===== src/include/adc_seq_params.svh =====
// Constants for the converter start sequencer
`ifndef ADC_SEQ_PARAMS_SVH
`define ADC_SEQ_PARAMS_SVH
`define REG_CTRL_A 4'h0
`define REG_CTRL_B 4'h4
`define REG_STATUS 4'h8
`define BIT_GO 0
`define BIT_CMP_EN 1
`define BIT_DIV_LO 2
`define BIT_DIV_HI 4
`define BIT_VR_LO 5
`define BIT_VR_HI 6
`define BIT_LSP 0
`define BIT_TRIG_HW 1
`define BIT_TRIG_WAIT 2
`define BIT_ONESHOT 3
`define BIT_SEQ 4
`define BIT_SCAN 5
`define CLK_MHZ 125
`define STAB_TIME_NS 1000
`define SUPPLY_WAIT_NS 1000
`define CONV_CYCLES 8'h40
`define IRQ_DELAY_CYCLES 8'h01
`define STAB_EXTRA_FAD 2
`define WAIT_START_DELAY 5'h01
`endif


===== src/include/adc_seq_pkg.sv =====
// Types for the converter start sequencer
package adc_seq_pkg;
  typedef enum logic [2:0] {
    ST_IDLE = 3'h0,
    ST_STAB = 3'h1,
    ST_DELAY = 3'h3,
    ST_CONV = 3'h2,
    ST_IRQ = 3'h6
  } seq_state_t;
endpackage


===== src/include/div_if.sv =====
// Clock divider hookup between sequencer and divider
`timescale 1ns/1ns
interface div_if;
  logic [2:0] sel;
  logic fad_en;
  logic sync;
  modport ctl(output sel, output sync, input fad_en);
  modport div(input sel, input sync, output fad_en);
endinterface


===== src/rtl/fad_divider.sv =====
// Conversion clock enable divider
`timescale 1ns/1ns
module fad_divider (
  input wire logic clk_i,
  input wire logic rst_i,
  div_if.div d
);
  logic [4:0] cnt;
  logic [4:0] limit;
  // Codes 000..101 divide by 32,16,8,4,2,1
  assign limit = (d.sel > 3'h5) ? 5'h00 : 5'(6'h20 >> d.sel) - 5'h01;
  assign d.fad_en = (cnt >= limit);
  always_ff @(posedge clk_i) begin
    // Restart aligns conversion length to whole fAD periods
    if (rst_i || d.fad_en || d.sync) begin
      cnt <= 5'h00;
    end else begin
      cnt <= cnt + 5'h01;
    end
  end
endmodule


===== src/rtl/adc_start_sequencer.sv =====
// Converter start sequencer with Wishbone control registers
//
// Chosen here: the register addresses and register access over Wishbone.
`timescale 1ns/1ns
`include "adc_seq_params.svh"
module adc_start_sequencer #(
  parameter int STAB_NS = `STAB_TIME_NS,
  parameter int SUPPLY_NS = `SUPPLY_WAIT_NS
) (
  input wire logic clk_i,
  input wire logic rst_i,
  input wire logic wb_cyc_i,
  input wire logic wb_stb_i,
  input wire logic wb_we_i,
  input wire logic [3:0] wb_adr_i,
  input wire logic [3:0] wb_sel_i,
  input wire logic [31:0] wb_dat_i,
  output logic [31:0] wb_dat_o,
  output logic wb_ack_o,
  input wire logic hw_trig_i,
  output logic comparator_enable_o,
  output logic conv_active_o,
  output logic conv_done_o,
  output adc_seq_pkg::seq_state_t state_o
);
  import adc_seq_pkg::*;
  localparam int STAB_CYC = (STAB_NS * `CLK_MHZ + 999) / 1000;
  localparam int SUP_CYC = (SUPPLY_NS * `CLK_MHZ + 999) / 1000;
  initial begin
    if (STAB_CYC < 1 || STAB_CYC > 4095 || SUP_CYC < 1 || SUP_CYC > 4095)
      $error("stabilization time out of range");
  end
  logic conversion_go_bit;
  logic comparator_enable;
  logic [2:0] clock_div_sel;
  logic [1:0] voltage_range_sel;
  logic low_speed_select;
  logic [4:0] conversion_op_select;
  seq_state_t state;
  seq_state_t next_state;
  logic [11:0] cnt;
  logic [1:0] fad_seen;
  logic stab_done;
  logic [11:0] since_en;
  logic [7:0] fad_cnt;
  logic follow_on;
  logic trig_s1, trig_s2, trig_s3;
  logic trig_lvl;
  div_if dif();
  fad_divider u_div (.clk_i(clk_i), .rst_i(rst_i), .d(dif));
  assign dif.sel = clock_div_sel;
  assign dif.sync = state != ST_CONV && next_state == ST_CONV;
  wire acc = wb_cyc_i && wb_stb_i && !wb_ack_o;
  wire wr = acc && wb_we_i && wb_sel_i[0];
  wire wr_a = wr && (wb_adr_i == `REG_CTRL_A);
  wire wr_b = wr && (wb_adr_i == `REG_CTRL_B);
  // Edge counts once the second and third flops agree
  wire trig_edge = trig_s2 && trig_s3 && !trig_lvl;
  wire hw_mode = conversion_op_select[`BIT_TRIG_HW - 1];
  wire wait_mode = conversion_op_select[`BIT_TRIG_WAIT - 1];
  wire oneshot = conversion_op_select[`BIT_ONESHOT - 1];
  wire skip = follow_on && (conversion_op_select[`BIT_SEQ - 1] ||
                            conversion_op_select[`BIT_SCAN - 1]);
  wire stable = stab_done && (fad_seen == 2'h2);
  // No-wait start delay equals divide ratio minus one, at least one
  wire [4:0] nw_delay = (clock_div_sel >= 3'h4) ? 5'h01 :
                        5'(6'h20 >> clock_div_sel) - 5'h01;
  wire [4:0] start_delay = wait_mode ? `WAIT_START_DELAY : nw_delay;
  wire hw_go = hw_mode && wait_mode && trig_edge && state == ST_IDLE;
  wire hw_nw_go = hw_mode && !wait_mode && trig_edge && conversion_go_bit;
  wire sw_go = conversion_go_bit && !hw_mode && state == ST_IDLE;
  wire launch = (sw_go || hw_go || hw_nw_go) && state == ST_IDLE;
  wire done = state == ST_IRQ && dif.fad_en;
  wire keep_go = hw_mode && !wait_mode &&
                 (oneshot || conversion_op_select[`BIT_SEQ - 1]);
  wire need_stab = wait_mode || !stable;
  always_comb begin
    next_state = state;
    case (state)
      ST_IDLE: if (launch) next_state = skip ? ST_CONV :
                 (need_stab ? ST_STAB : ST_DELAY);
      ST_STAB: if (cnt == 12'h000 &&
                   (wait_mode || stable || !comparator_enable))
                 next_state = ST_DELAY;
      ST_DELAY: if (cnt == 12'h000) next_state = ST_CONV;
      ST_CONV: if (dif.fad_en && fad_cnt == `CONV_CYCLES - 8'h01)
                 next_state = ST_IRQ;
      ST_IRQ: if (dif.fad_en) next_state = ST_IDLE;
      default: next_state = ST_IDLE;
    endcase
    if (!conversion_go_bit && !hw_go) next_state = ST_IDLE;
  end
  always_ff @(posedge clk_i) begin
    trig_s1 <= hw_trig_i;
    trig_s2 <= trig_s1;
    trig_s3 <= trig_s2;
  end
  always_ff @(posedge clk_i) begin
    if (rst_i)
      trig_lvl <= 1'b0;
    else if (trig_s2 == trig_s3)
      trig_lvl <= trig_s2;
  end
  always_ff @(posedge clk_i) begin
    if (rst_i) begin
      state <= ST_IDLE;
      cnt <= 12'h000;
      fad_cnt <= 8'h00;
      follow_on <= 1'b0;
    end else begin
      state <= next_state;
      if (state != next_state && next_state == ST_STAB)
        cnt <= 12'(SUP_CYC - 1);
      else if (state != next_state && next_state == ST_DELAY)
        cnt <= {7'h00, start_delay} - 12'h001;
      else if (cnt != 12'h000)
        cnt <= cnt - 12'h001;
      if (state != ST_CONV) fad_cnt <= 8'h00;
      else if (dif.fad_en) fad_cnt <= fad_cnt + 8'h01;
      if (done) follow_on <= 1'b1;
      else if (!conversion_go_bit) follow_on <= 1'b0;
    end
  end
  // Stabilization counter runs from the enable edge
  always_ff @(posedge clk_i) begin
    if (rst_i || !comparator_enable) begin
      since_en <= 12'h000;
      stab_done <= 1'b0;
      fad_seen <= 2'h0;
    end else begin
      if (!stab_done) since_en <= since_en + 12'h001;
      if (since_en == 12'(STAB_CYC - 1)) stab_done <= 1'b1;
      if (stab_done && dif.fad_en && fad_seen != 2'h2)
        fad_seen <= fad_seen + 2'h1;
    end
  end
  // Enable write ignored while go set; keeps the comparator steady
  always_ff @(posedge clk_i) begin
    if (rst_i) begin
      conversion_go_bit <= 1'b0;
      comparator_enable <= 1'b0;
      clock_div_sel <= 3'h0;
      voltage_range_sel <= 2'h0;
      low_speed_select <= 1'b0;
      conversion_op_select <= 5'h00;
    end else begin
      if (wr_a) begin
        conversion_go_bit <= wb_dat_i[`BIT_GO];
        if (!conversion_go_bit)
          comparator_enable <= wb_dat_i[`BIT_CMP_EN];
        clock_div_sel <= wb_dat_i[`BIT_DIV_HI:`BIT_DIV_LO];
        voltage_range_sel <= wb_dat_i[`BIT_VR_HI:`BIT_VR_LO];
      end
      if (wr_b) begin
        low_speed_select <= wb_dat_i[`BIT_LSP];
        conversion_op_select <= wb_dat_i[`BIT_SCAN:`BIT_TRIG_HW];
      end
      // Hardware set wins over a same-cycle clear
      if (hw_go) conversion_go_bit <= 1'b1;
      else if (done && !keep_go && !(hw_mode && wait_mode))
        conversion_go_bit <= 1'b0;
    end
  end
  always_ff @(posedge clk_i) begin
    if (rst_i) begin
      wb_ack_o <= 1'b0;
      wb_dat_o <= 32'h0000_0000;
      conv_done_o <= 1'b0;
    end else begin
      wb_ack_o <= acc;
      conv_done_o <= done;
      case (wb_adr_i)
        `REG_CTRL_A: wb_dat_o <= {25'h0, voltage_range_sel, clock_div_sel,
                                  comparator_enable, conversion_go_bit};
        `REG_CTRL_B: wb_dat_o <= {26'h0, conversion_op_select,
                                  low_speed_select};
        `REG_STATUS: wb_dat_o <= {28'h0, stable, state};
        default: wb_dat_o <= 32'h0000_0000;
      endcase
    end
  end
  // Comparator runs through any started conversion
  assign comparator_enable_o = comparator_enable || state != ST_IDLE;
  assign conv_active_o = state == ST_CONV;
  assign state_o = state;
  conv_len_a: assert property (@(posedge clk_i) disable iff (rst_i)
    $rose(state == ST_IRQ) |-> $past(fad_cnt) == 8'h3f)
    else $error("conversion length wrong");
  reset_idle_a: assert property (@(posedge clk_i)
    $past(rst_i) && !rst_i |-> !conversion_go_bit && !comparator_enable)
    else $error("reset state wrong");
  hw_set_a: assert property (@(posedge clk_i) disable iff (rst_i)
    hw_go |=> conversion_go_bit)
    else $error("trigger did not set go");
  keep_go_a: assert property (@(posedge clk_i) disable iff (rst_i)
    done && keep_go && !wr_a |=> conversion_go_bit)
    else $error("one-shot go cleared");
  wait_dly_a: assert property (@(posedge clk_i) disable iff (rst_i)
    $rose(state == ST_DELAY) && wait_mode |=> state != ST_DELAY)
    else $error("wait delay not one cycle");
  stab_first_a: assert property (@(posedge clk_i) disable iff (rst_i)
    state == ST_IDLE && launch && !stable && !skip |=> state == ST_STAB)
    else $error("stabilization skipped");
  skip_dly_a: assert property (@(posedge clk_i) disable iff (rst_i)
    state == ST_IDLE && launch && skip |=> state == ST_CONV)
    else $error("follow-on not skipped");
  nw_dly_a: assert property (@(posedge clk_i) disable iff (rst_i)
    $rose(state == ST_DELAY) && !wait_mode && clock_div_sel == 3'h3
    && conversion_go_bit |-> (state == ST_DELAY)[*3])
    else $error("no-wait delay wrong");
  cmp_on_a: assert property (@(posedge clk_i) disable iff (rst_i)
    state == ST_CONV |-> comparator_enable_o || $past(state) == ST_DELAY)
    else $error("comparator off in conversion");
endmodule


===== config.mk =====
export PLATFORM = sky130hd
export DESIGN_NAME = adc_start_sequencer
export DESIGN_NICKNAME = d
export VERILOG_FILES = /design/src/include/adc_seq_pkg.sv /design/src/include/div_if.sv /design/src/rtl/fad_divider.sv /design/src/rtl/adc_start_sequencer.sv
export VERILOG_INCLUDE_DIRS = /design/src /design/src/include
export SDC_FILE = /design/constraint.sdc
export NUM_CORES = 1
export LEC_CHECK = 0
export ABC_AREA = 1
export ABC_CLOCK_PERIOD_IN_PS = 3100
export BUFFER_PORTS_ARGS = -buffer_cell sky130_fd_sc_hd__clkbuf_2
export CORE_MARGIN = 5
export CORE_UTILIZATION = 56
export CTS_BUF_LIST = sky130_fd_sc_hd__clkbuf_4
export CTS_CLUSTER_SIZE = 20
export DETAILED_ROUTE_END_ITERATION = 8
export PLACE_DENSITY = 0.92
export SLEW_MARGIN = 20
export SYNTH_ARGS = -nofsm -noshare
export SYNTH_HDL_FRONTEND = slang
export SYNTH_SLANG_ARGS = --single-unit

===== constraint.sdc =====
create_clock -name clk_i -period 3.1 [get_ports clk_i]
set_clock_uncertainty 0.2 [all_clocks]
set_input_delay 0.155 -clock clk_i [delete_from_list [all_inputs] [get_ports clk_i]]
set_output_delay 0.155 -clock clk_i [all_outputs]
set_load 0.01 [all_outputs]

==> results.txt, run 1 <==
Outcome: finished, final reports clean
Sw Ratio: 32.7%
# IOs: 85
Crit end category: flip-flop
Final setup fails: 0
Via Count: 3495
CTS Buf Count: 9
Synth Area in Adders: 5.57%
Placed cell count: 603
Worst Path Required: 3.22 ns
Combinational share of power: 23.5%
Clock power share: 27.9%
Crit path arrival time: 3.19 ns
Complex-gate fraction of the synthesized area: 12.6%
Layout cell share with drive strength beyond 1: 13.9%
Post-route DRC violation count: 0
Antenna diodes: 0
Worst-Margin Slew: 0.760 ns
Post-Route WL: 8.98 mm
CP peak stage delay: 0.67 ns
Main area contributors after synthesis: dfxtp_1 (39%), nand2_1 (10%), nor2_1 (7.2%)
Clk Latency, worst-skew pair: 0.44 ns
# rows: 29
Initial core utilization: 56.9%
Ys Warns: 0
Fin. Hold Viols: 0
DR vias/cell: 5.43
Cell repeated most along the worst path: dlygate4sd3_1
Min Tclk post-route: 3.07 ns
Post-route setup TNS: 0 ns
Fmax: 0.326 GHz
GRT overflow: 0
Sequential fraction of the synthesis area: 39.0%
Unique masters post-synth: 34
R2R depth: 17
Post-Place Worst Slack: 0.0193 ns
Count of final max-slew check failures: 0
CTS root buffer: clkbuf_4
P&R area growth vs syn: 15.2%
CTS H-Tree Depth: 3
Clock Sinks: 70
PwrDens: 497 nW/um^2
Top-area cell type share of the netlist area: 39.0%
Gr usage total: 22.0%
Layout Nets: 624
Die H: 90.1 um
WS Path Type: in -> reg
Hold depth: 5
Synth Area in Simple Gates: 26.3%
Pre-Repair DR Iteration Count: 5
Max IR drop VDD: 470 uV
TritonCTS clock tree: done
Largest family of logic cells by synthesized area: simple AND/OR/NAND/NOR gates
Startpoint types: input port
Tightest Hold Check Type: in -> reg
Slowest CP cell: dlygate4sd3_1
Vias in the first global route: 3265
Mapped Area: 3590 sq um
Die Area: 8120 sq um
Synthesized area per cell: 7.18 sq um
Maxcap violations: 0
Reg clk slew, reported paths: 0.13 ns
Post-synth top area cell: dfxtp_1
Final setup margin: 0.0310 ns
Leak Pwr: 1.93 nW
Worst hold slack: 0.0712 ns
Final total power: 0.00206 W
XOR/XNOR share of the synthesized area: 3.17%
Sequential power share: 48.6%
Core Area: 6310 sq um
Die Wd: 90.1 um
Period utilisation layout: 99.0%
Mux cell area share after synthesis: 0%
Slew margin rel.: 49.1%
Yosys reg bits: 70
Post-Synthesis Cells: 501
Largest net degree at the start of global routing: 21
Detailed Place HPWL: 5.94 mm
Antenna violations before repair: 0
First-pass GRT wire length: 14.7 mm
Placer Congestion: 0.904
Initial DRC count: 295
Residual antenna-violating net count after detailed routing: 0
Drt wl/cell: 13.9 um
I/O Buffers: 31
Psw: 0.000673 W
Int Pwr: 0.00139 W
Clk buf depth: 2
Largest fanout on the critical path: 7
Worst path cell trace: dlygate4sd3_1 -> clkbuf_2 -> nor2_1 -> dlygate4sd3_1 -> nand2_1 -> dlygate4sd3_1 -> nor2_4 -> inv_1 -> nor2_4 -> inv_1 -> o21ai_0 -> a21oi_1
Cell Count, Final, Fillers Out: 644
critical path, delay by kind of cell:
family,cells,cell delay [ns]
buffers and inverters,6,2.21
and+or+nand+nor,4,0.59
AOI/OAI and AO/OA,2,0.24
metrics by stage:
step / instance area (sq um) / utilization [%]
2_1_floorplan: 3680 / -
3_3_place_gp: 3730 / 59.1
3_5_place_dp: 3730 / 59.1
4_1_cts: 4070 / 64.5
5_1_grt: 4140 / 65.6
6_report: 4140 / 65.6
cells in the mapped netlist:
| cell type | number |
|---|---|
| xor2_1 | 10 |
| dfxtp_1 | 70 |
| a21boi_1 | 1 |
| conb_1 | 1 |
| a311oi_1 | 1 |
| nand4_1 | 4 |
| o211ai_1 | 4 |
| clkbuf_1 | 5 |
| nor4_1 | 2 |
| nand2_1 | 96 |
| nand4_2 | 1 |
| nor3_1 | 11 |
| nor2_2 | 2 |
| nand3_1 | 23 |
| o22ai_1 | 1 |
| o2111ai_4 | 1 |
| inv_2 | 6 |
| nor2_1 | 69 |
| a31oi_1 | 1 |
| nand2_2 | 3 |
| ha_1 | 16 |
| nor3_2 | 2 |
| xnor2_1 | 3 |
| or4_1 | 1 |
| o21ai_2 | 1 |
| or2_2 | 1 |
| a21oi_1 | 33 |
| o21ba_2 | 1 |
| o21ai_1 | 2 |
| inv_1 | 66 |
| nand3_2 | 4 |
| o21a_1 | 2 |
| buf_4 | 25 |
| o21ai_0 | 32 |
cell usage in the layout, fill, tap and decap left out, drive strengths merged:
master       synthesis  routed
o2111ai              1       1
or4                  1       1
clkinv               0       3
a311oi               1       1
o21ba                1       1
o21a                 2       2
o211ai               4       4
xnor2                3       3
nand3               27      27
dfxtp               70      70
conb                 1      25
o22ai                1       1
ha                  16      16
nand4                5       5
dlygate4sd3          0      21
a21boi               1       1
buf                 25       4
xor2                10      10
nor3                13      13
clkinvlp             0       3
bufinv               0       1
clkbuf               5      40
nor4                 2       2
o21ai               35      35
a31oi                1       1
nand2               99      99
a21oi               33      33
or2                  1       1
inv                 72      72
nor2                71      71
state kept, by name, summed over array words and instances, names as in the netlist, 2 cells and up:
name and flops:
since_en 12, fad_cnt 8, fad_seen 2, cnt 12
wb_dat_o 7, u_div.cnt 5, voltage_range_sel 2, clock_div_sel 3
state_o 3, conversion_op_select 5
area by class of cell:
class                           count  area [sq um]
Fill cell                         488          2170
Multi-Input combinational cell    353          1840
Sequential cell                    70          1410
Timing Repair Buffer               56           395
Inverter                           72           270
Tap cell                           77          96.3
Clock buffer                        9          67.6
Clock inverter                      7          65.1
final timing paths:
check / startpoint / to / slack, ns
worst max-delay path: wb_adr_i[1] / conversion_op_select[1] / 0.03
worst min-delay path: wb_sel_i[0] / conversion_op_select[0] / 0.07
worst max register to register: clock_div_sel[1] / fad_cnt[7] / 0.24
worst min register to register: trig_s1 / trig_s2 / 0.14
repair_timing:
item / in CTS / in global routing
pin swaps: 0 / 3
endpoints found under the hold margin: 28 / 0
hold buffers: 21 / 0
resized for setup: 1 / 13
gates cloned: 0 / 0
buffers inserted: 0 / 4
endpoints found under the setup margin: 1 / 18
routing by layer:
layer / track usage (%) / wire (um) / share of wire (%) / vias to the layer above
met4: 11.2 / 490 / 5.5 / 0
met3: 7.68 / 642 / 7.1 / 58
met1: 24.1 / 3430 / 38 / 1596
met2: 37.5 / 4420 / 49 / 159
met5: 0 / 0 / 0 / -
li1: - / - / - / 1682
power by group through the flow:
stage               Sequential [W]  Combinational (W)  Clock [W]
global route               0.00101           0.000552   0.000620
global placement           0.00102           0.000426          0
finish                     0.00100           0.000484   0.000575
detailed placement         0.00102           0.000445          0
floorplan                  0.00101           0.000387          0
CTS                        0.00100           0.000473   0.000579
cell families (layout without fill, tap and decap cells):
logic type,count (synthesis),count (layout)
simple gates,219,219
buf+inv,102,144
compound gates,80,80
flops,70,70
fa+ha+maj,16,16
xor+xnor,13,13
other cells,1,25
No activity file was read; power rests on OpenSTA's default activity.
==> run 2, diff against run 1 <==
--- a/config.mk
+++ b/config.mk
@@ -8,13 +8,13 @@
 export LEC_CHECK = 0
 export ABC_AREA = 1
 export ABC_CLOCK_PERIOD_IN_PS = 3100
-export BUFFER_PORTS_ARGS = -buffer_cell sky130_fd_sc_hd__clkbuf_2
 export CORE_MARGIN = 5
-export CORE_UTILIZATION = 56
+export CORE_UTILIZATION = 60
 export CTS_BUF_LIST = sky130_fd_sc_hd__clkbuf_4
 export CTS_CLUSTER_SIZE = 20
 export DETAILED_ROUTE_END_ITERATION = 8
-export PLACE_DENSITY = 0.92
+export DONT_BUFFER_PORTS = 1
+export PLACE_DENSITY = 0.85
 export SLEW_MARGIN = 20
 export SYNTH_ARGS = -nofsm -noshare
 export SYNTH_HDL_FRONTEND = slang
==> run 2 against run 1 <==
First-iteration DRC count decreased by 15%. Clock power decreased by 14%. Via count fell by 6.5%. Wire length down 11%. Power shrank 4.5%. Final area down 5.6%. Critical path type unchanged. Highest routed layer unchanged.
==> results.txt, run 2 (synthesized netlist as in run 1, its figures left out) <==
Residual antenna-violating net count after detailed routing: 0 (unchanged)
DR WL met2: 3.95 mm (-11%)
Core Area: 5890 sq um (-6.8%)
Worst setup path end: clock_div_sel[1]
CP peak stage delay: 0.60 ns (-0.07 ns)
Crit end category: flip-flop
Final total power: 0.00197 W (-4.5%)
Placer Congestion: 0.889 (-1.7%)
Slew margin rel.: 55.6% (+6.4 points)
Tightest Hold Check Type: in -> reg
Worst reg2reg setup slack: 0.22 ns (-0.02 ns)
Clock Sinks: 70 (unchanged)
Biggest regs: cnt (12), since_en (12), fad_cnt (8)
# rows: 28 (-3.4%)
Pre-Repair DR Iteration Count: 5 (unchanged)
Final core occ: 66.5% (+0.84 points)
Top Metal Used: met4
Largest net degree at the start of global routing: 21 (unchanged)
Final setup margin: 0.204 ns (+0.173 ns)
Post-Place Worst Slack: 0.129 ns (+0.110 ns)
Final Cell Area: 3910 sq um (-5.6%)
Via Count: 3269 (-6.5%)
WS Path Type: in -> reg
Most common cell after layout, fill and taps aside: nand2_1
Outcome: finished, final reports clean
Min Tclk post-route: 2.90 ns (-0.173 ns)
Layout cell share with drive strength beyond 1: 7.88% (-6.1 points)
Area after DPL: 3590 sq um (-3.8%)
Maxcap violations: 0 (unchanged)
DR vias/cell: 5.38 (-0.93%)
CTS root buffer: clkbuf_4
Die Wd: 87.4 um (-3.0%)
Count of final max-slew check failures: 0 (unchanged)
I/O Buffers: 0 (-100%)
Int Pwr: 0.00131 W (-5.6%)
Final setup fails: 0 (unchanged)
Fin. Hold Viols: 0 (unchanged)
Worst-Margin Slew: 0.664 ns (-0.0958 ns)
Antenna diodes: 0 (unchanged)
FF-to-FF Start: clock_div_sel[2]
Worst path cell trace: dlygate4sd3_1 -> nand2_1 -> dlygate4sd3_1 -> nor2_1 -> nand3_1 -> dlygate4sd3_1 -> nor2_1 -> inv_1 -> o21ai_0 -> a21oi_1
Slowest CP cell: dlygate4sd3_1
Most frequent cells in the layout: nand2_1 (96), dfxtp_1 (69), nor2_1 (68), inv_1 (65), a21oi_1 (33)
Die H: 87.4 um (-3.0%)
Gr usage total: 22.2% (+0.16 points)
PwrDens: 503 nW/um^2 (+1.1%)
Post-route setup TNS: 0 ns (unchanged)
Largest fanout on the critical path: 8 (+1)
Period utilisation layout: 93.4% (-5.6 points)
Die Area: 7640 sq um (-5.9%)
Worst Setup SP: wb_stb_i
CTS H-Tree Depth: 3 (unchanged)
RSZ-0062 raised after global routing: no
Post-Route WL: 7.98 mm (-11%)
Postcts setup bufs: 0 (unchanged)
Max IR drop VDD: 404 uV (-14%)
Reg2Reg Capture Point: fad_cnt[7]
WL met3: 621 um (-3.3%)
CTS Buf Count: 9 (unchanged)
R2R depth: 16 (-1)
Fmax: 0.345 GHz (+6.0%)
Detailed Place HPWL: 5.61 mm (-5.5%)
Worst Path Required: 3.22 ns (about the same)
Psw: 0.000657 W (-2.4%)
Clk buf depth: 2 (unchanged)
Sw Ratio: 33.4% (+0.75 points)
Drt wl/cell: 13.1 um (-5.9%)
Clock power share: 25.1% (-2.8 points)
Cell repeated most along the worst path: dlygate4sd3_1
Crit path arrival time: 3.01 ns (-0.18 ns)
Sequential power share: 51.0% (+2.4 points)
GRT overflow: 0 (unchanged)
Initial DRC count: 252 (-15%)
Antenna violations before repair: 0 (unchanged)
Startpoint types: input port
TritonCTS clock tree: done
Initial core utilization: 61.1% (+4.1 points)
Routed metal-1 wire length: 3.08 mm (-10%)
Combinational share of power: 23.9% (+0.4 points)
Layout Nets: 590 (-5.4%)
Clk Latency, worst-skew pair: 0.43 ns (about the same)
Post-route DRC violation count: 0 (unchanged)
Vias in the first global route: 2980 (-8.7%)
# IOs: 85 (unchanged)
First-pass GRT wire length: 13.3 mm (-9.4%)
Reg clk slew, reported paths: 0.11 ns (-0.02 ns)
Leak Pwr: 1.79 nW (-7.3%)
P&R area growth vs syn: 8.81%
-- run 2: changes by cell type in the layout (fill, tap and decap cells not counted), moves of 2 or more --
cell / previous run / this run
nor2_2: 5 / 3
clkinvlp_4: 3 / 1
nor2_1: 64 / 68
clkbuf_2: 31 / 0
nor2_4: 2 / 0
clkinv_4: 0 / 2
buf_4: 4 / 2
-- run 2: power by group through the flow --
stage	registers, W	clock network, W	logic (W)
after global routing	0.00101	0.000550	0.000536
after CTS	0.00100	0.000513	0.000460
after global placement	0.00102	0	0.000410
after detailed placement	0.00102	0	0.000433
final	0.00100	0.000494	0.000471
after floorplan	0.00101	0	0.000387
-- run 2: final cells by class --
type                            count  area, sq um
Timing Repair Buffer               22          215
Multi-Input combinational cell    353         1820
Sequential cell                    70         1400
Fill cell                         483         1970
Inverter                           72          270
Tap cell                           75         93.8
Clock buffer                       10         75.1
Clock inverter                      6         38.8
-- run 2: how the worst min path moves through the flow --
| stage | startpoint | slack (ns) | to | cells after the start |
|---|---|---|---|---|
| after global placement | hw_trig_i | -0.02 | trig_s1 | 0 |
| after global routing | hw_trig_i | 0.08 | trig_s1 | 1 |
| after floorplan | hw_trig_i | -0.02 | trig_s1 | 0 |
| final | wb_adr_i[0] | 0.07 | wb_dat_o[0] | 7 |
| after detailed placement | hw_trig_i | -0.02 | trig_s1 | 0 |
| after CTS | wb_adr_i[0] | 0.001 | wb_dat_o[1] | 7 |
-- run 2: critical path: cells and delay by family --
family | cells | cell delay, ns
buffers and inverters | 4 | 1.94
AOI/OAI and AO/OA | 2 | 0.24
and+or+nand+nor | 4 | 0.67
-- run 2: routing by layer --
metal	vias to the layer above	track usage, %
li1	1614	-
met5	-	0
met3	41	5.87
met2	156	37.1
met1	1458	25.3
met4	0	13.0
-- run 2: repair_timing --
item                                   in CTS  in global routing
gates resized for setup                     0                  5
hold buffers                               20                  0
setup endpoints to repair                   0                 13
endpoints found under the hold margin      59                  0
-- run 2: through the flow --
step                      hold WS [ns]  instances
final                           0.0678        608
after global routing            0.0805        608
after floorplan                -0.0173        525
after detailed placement       -0.0171        572
after global placement         -0.0171        572
after CTS                      0.00110        608
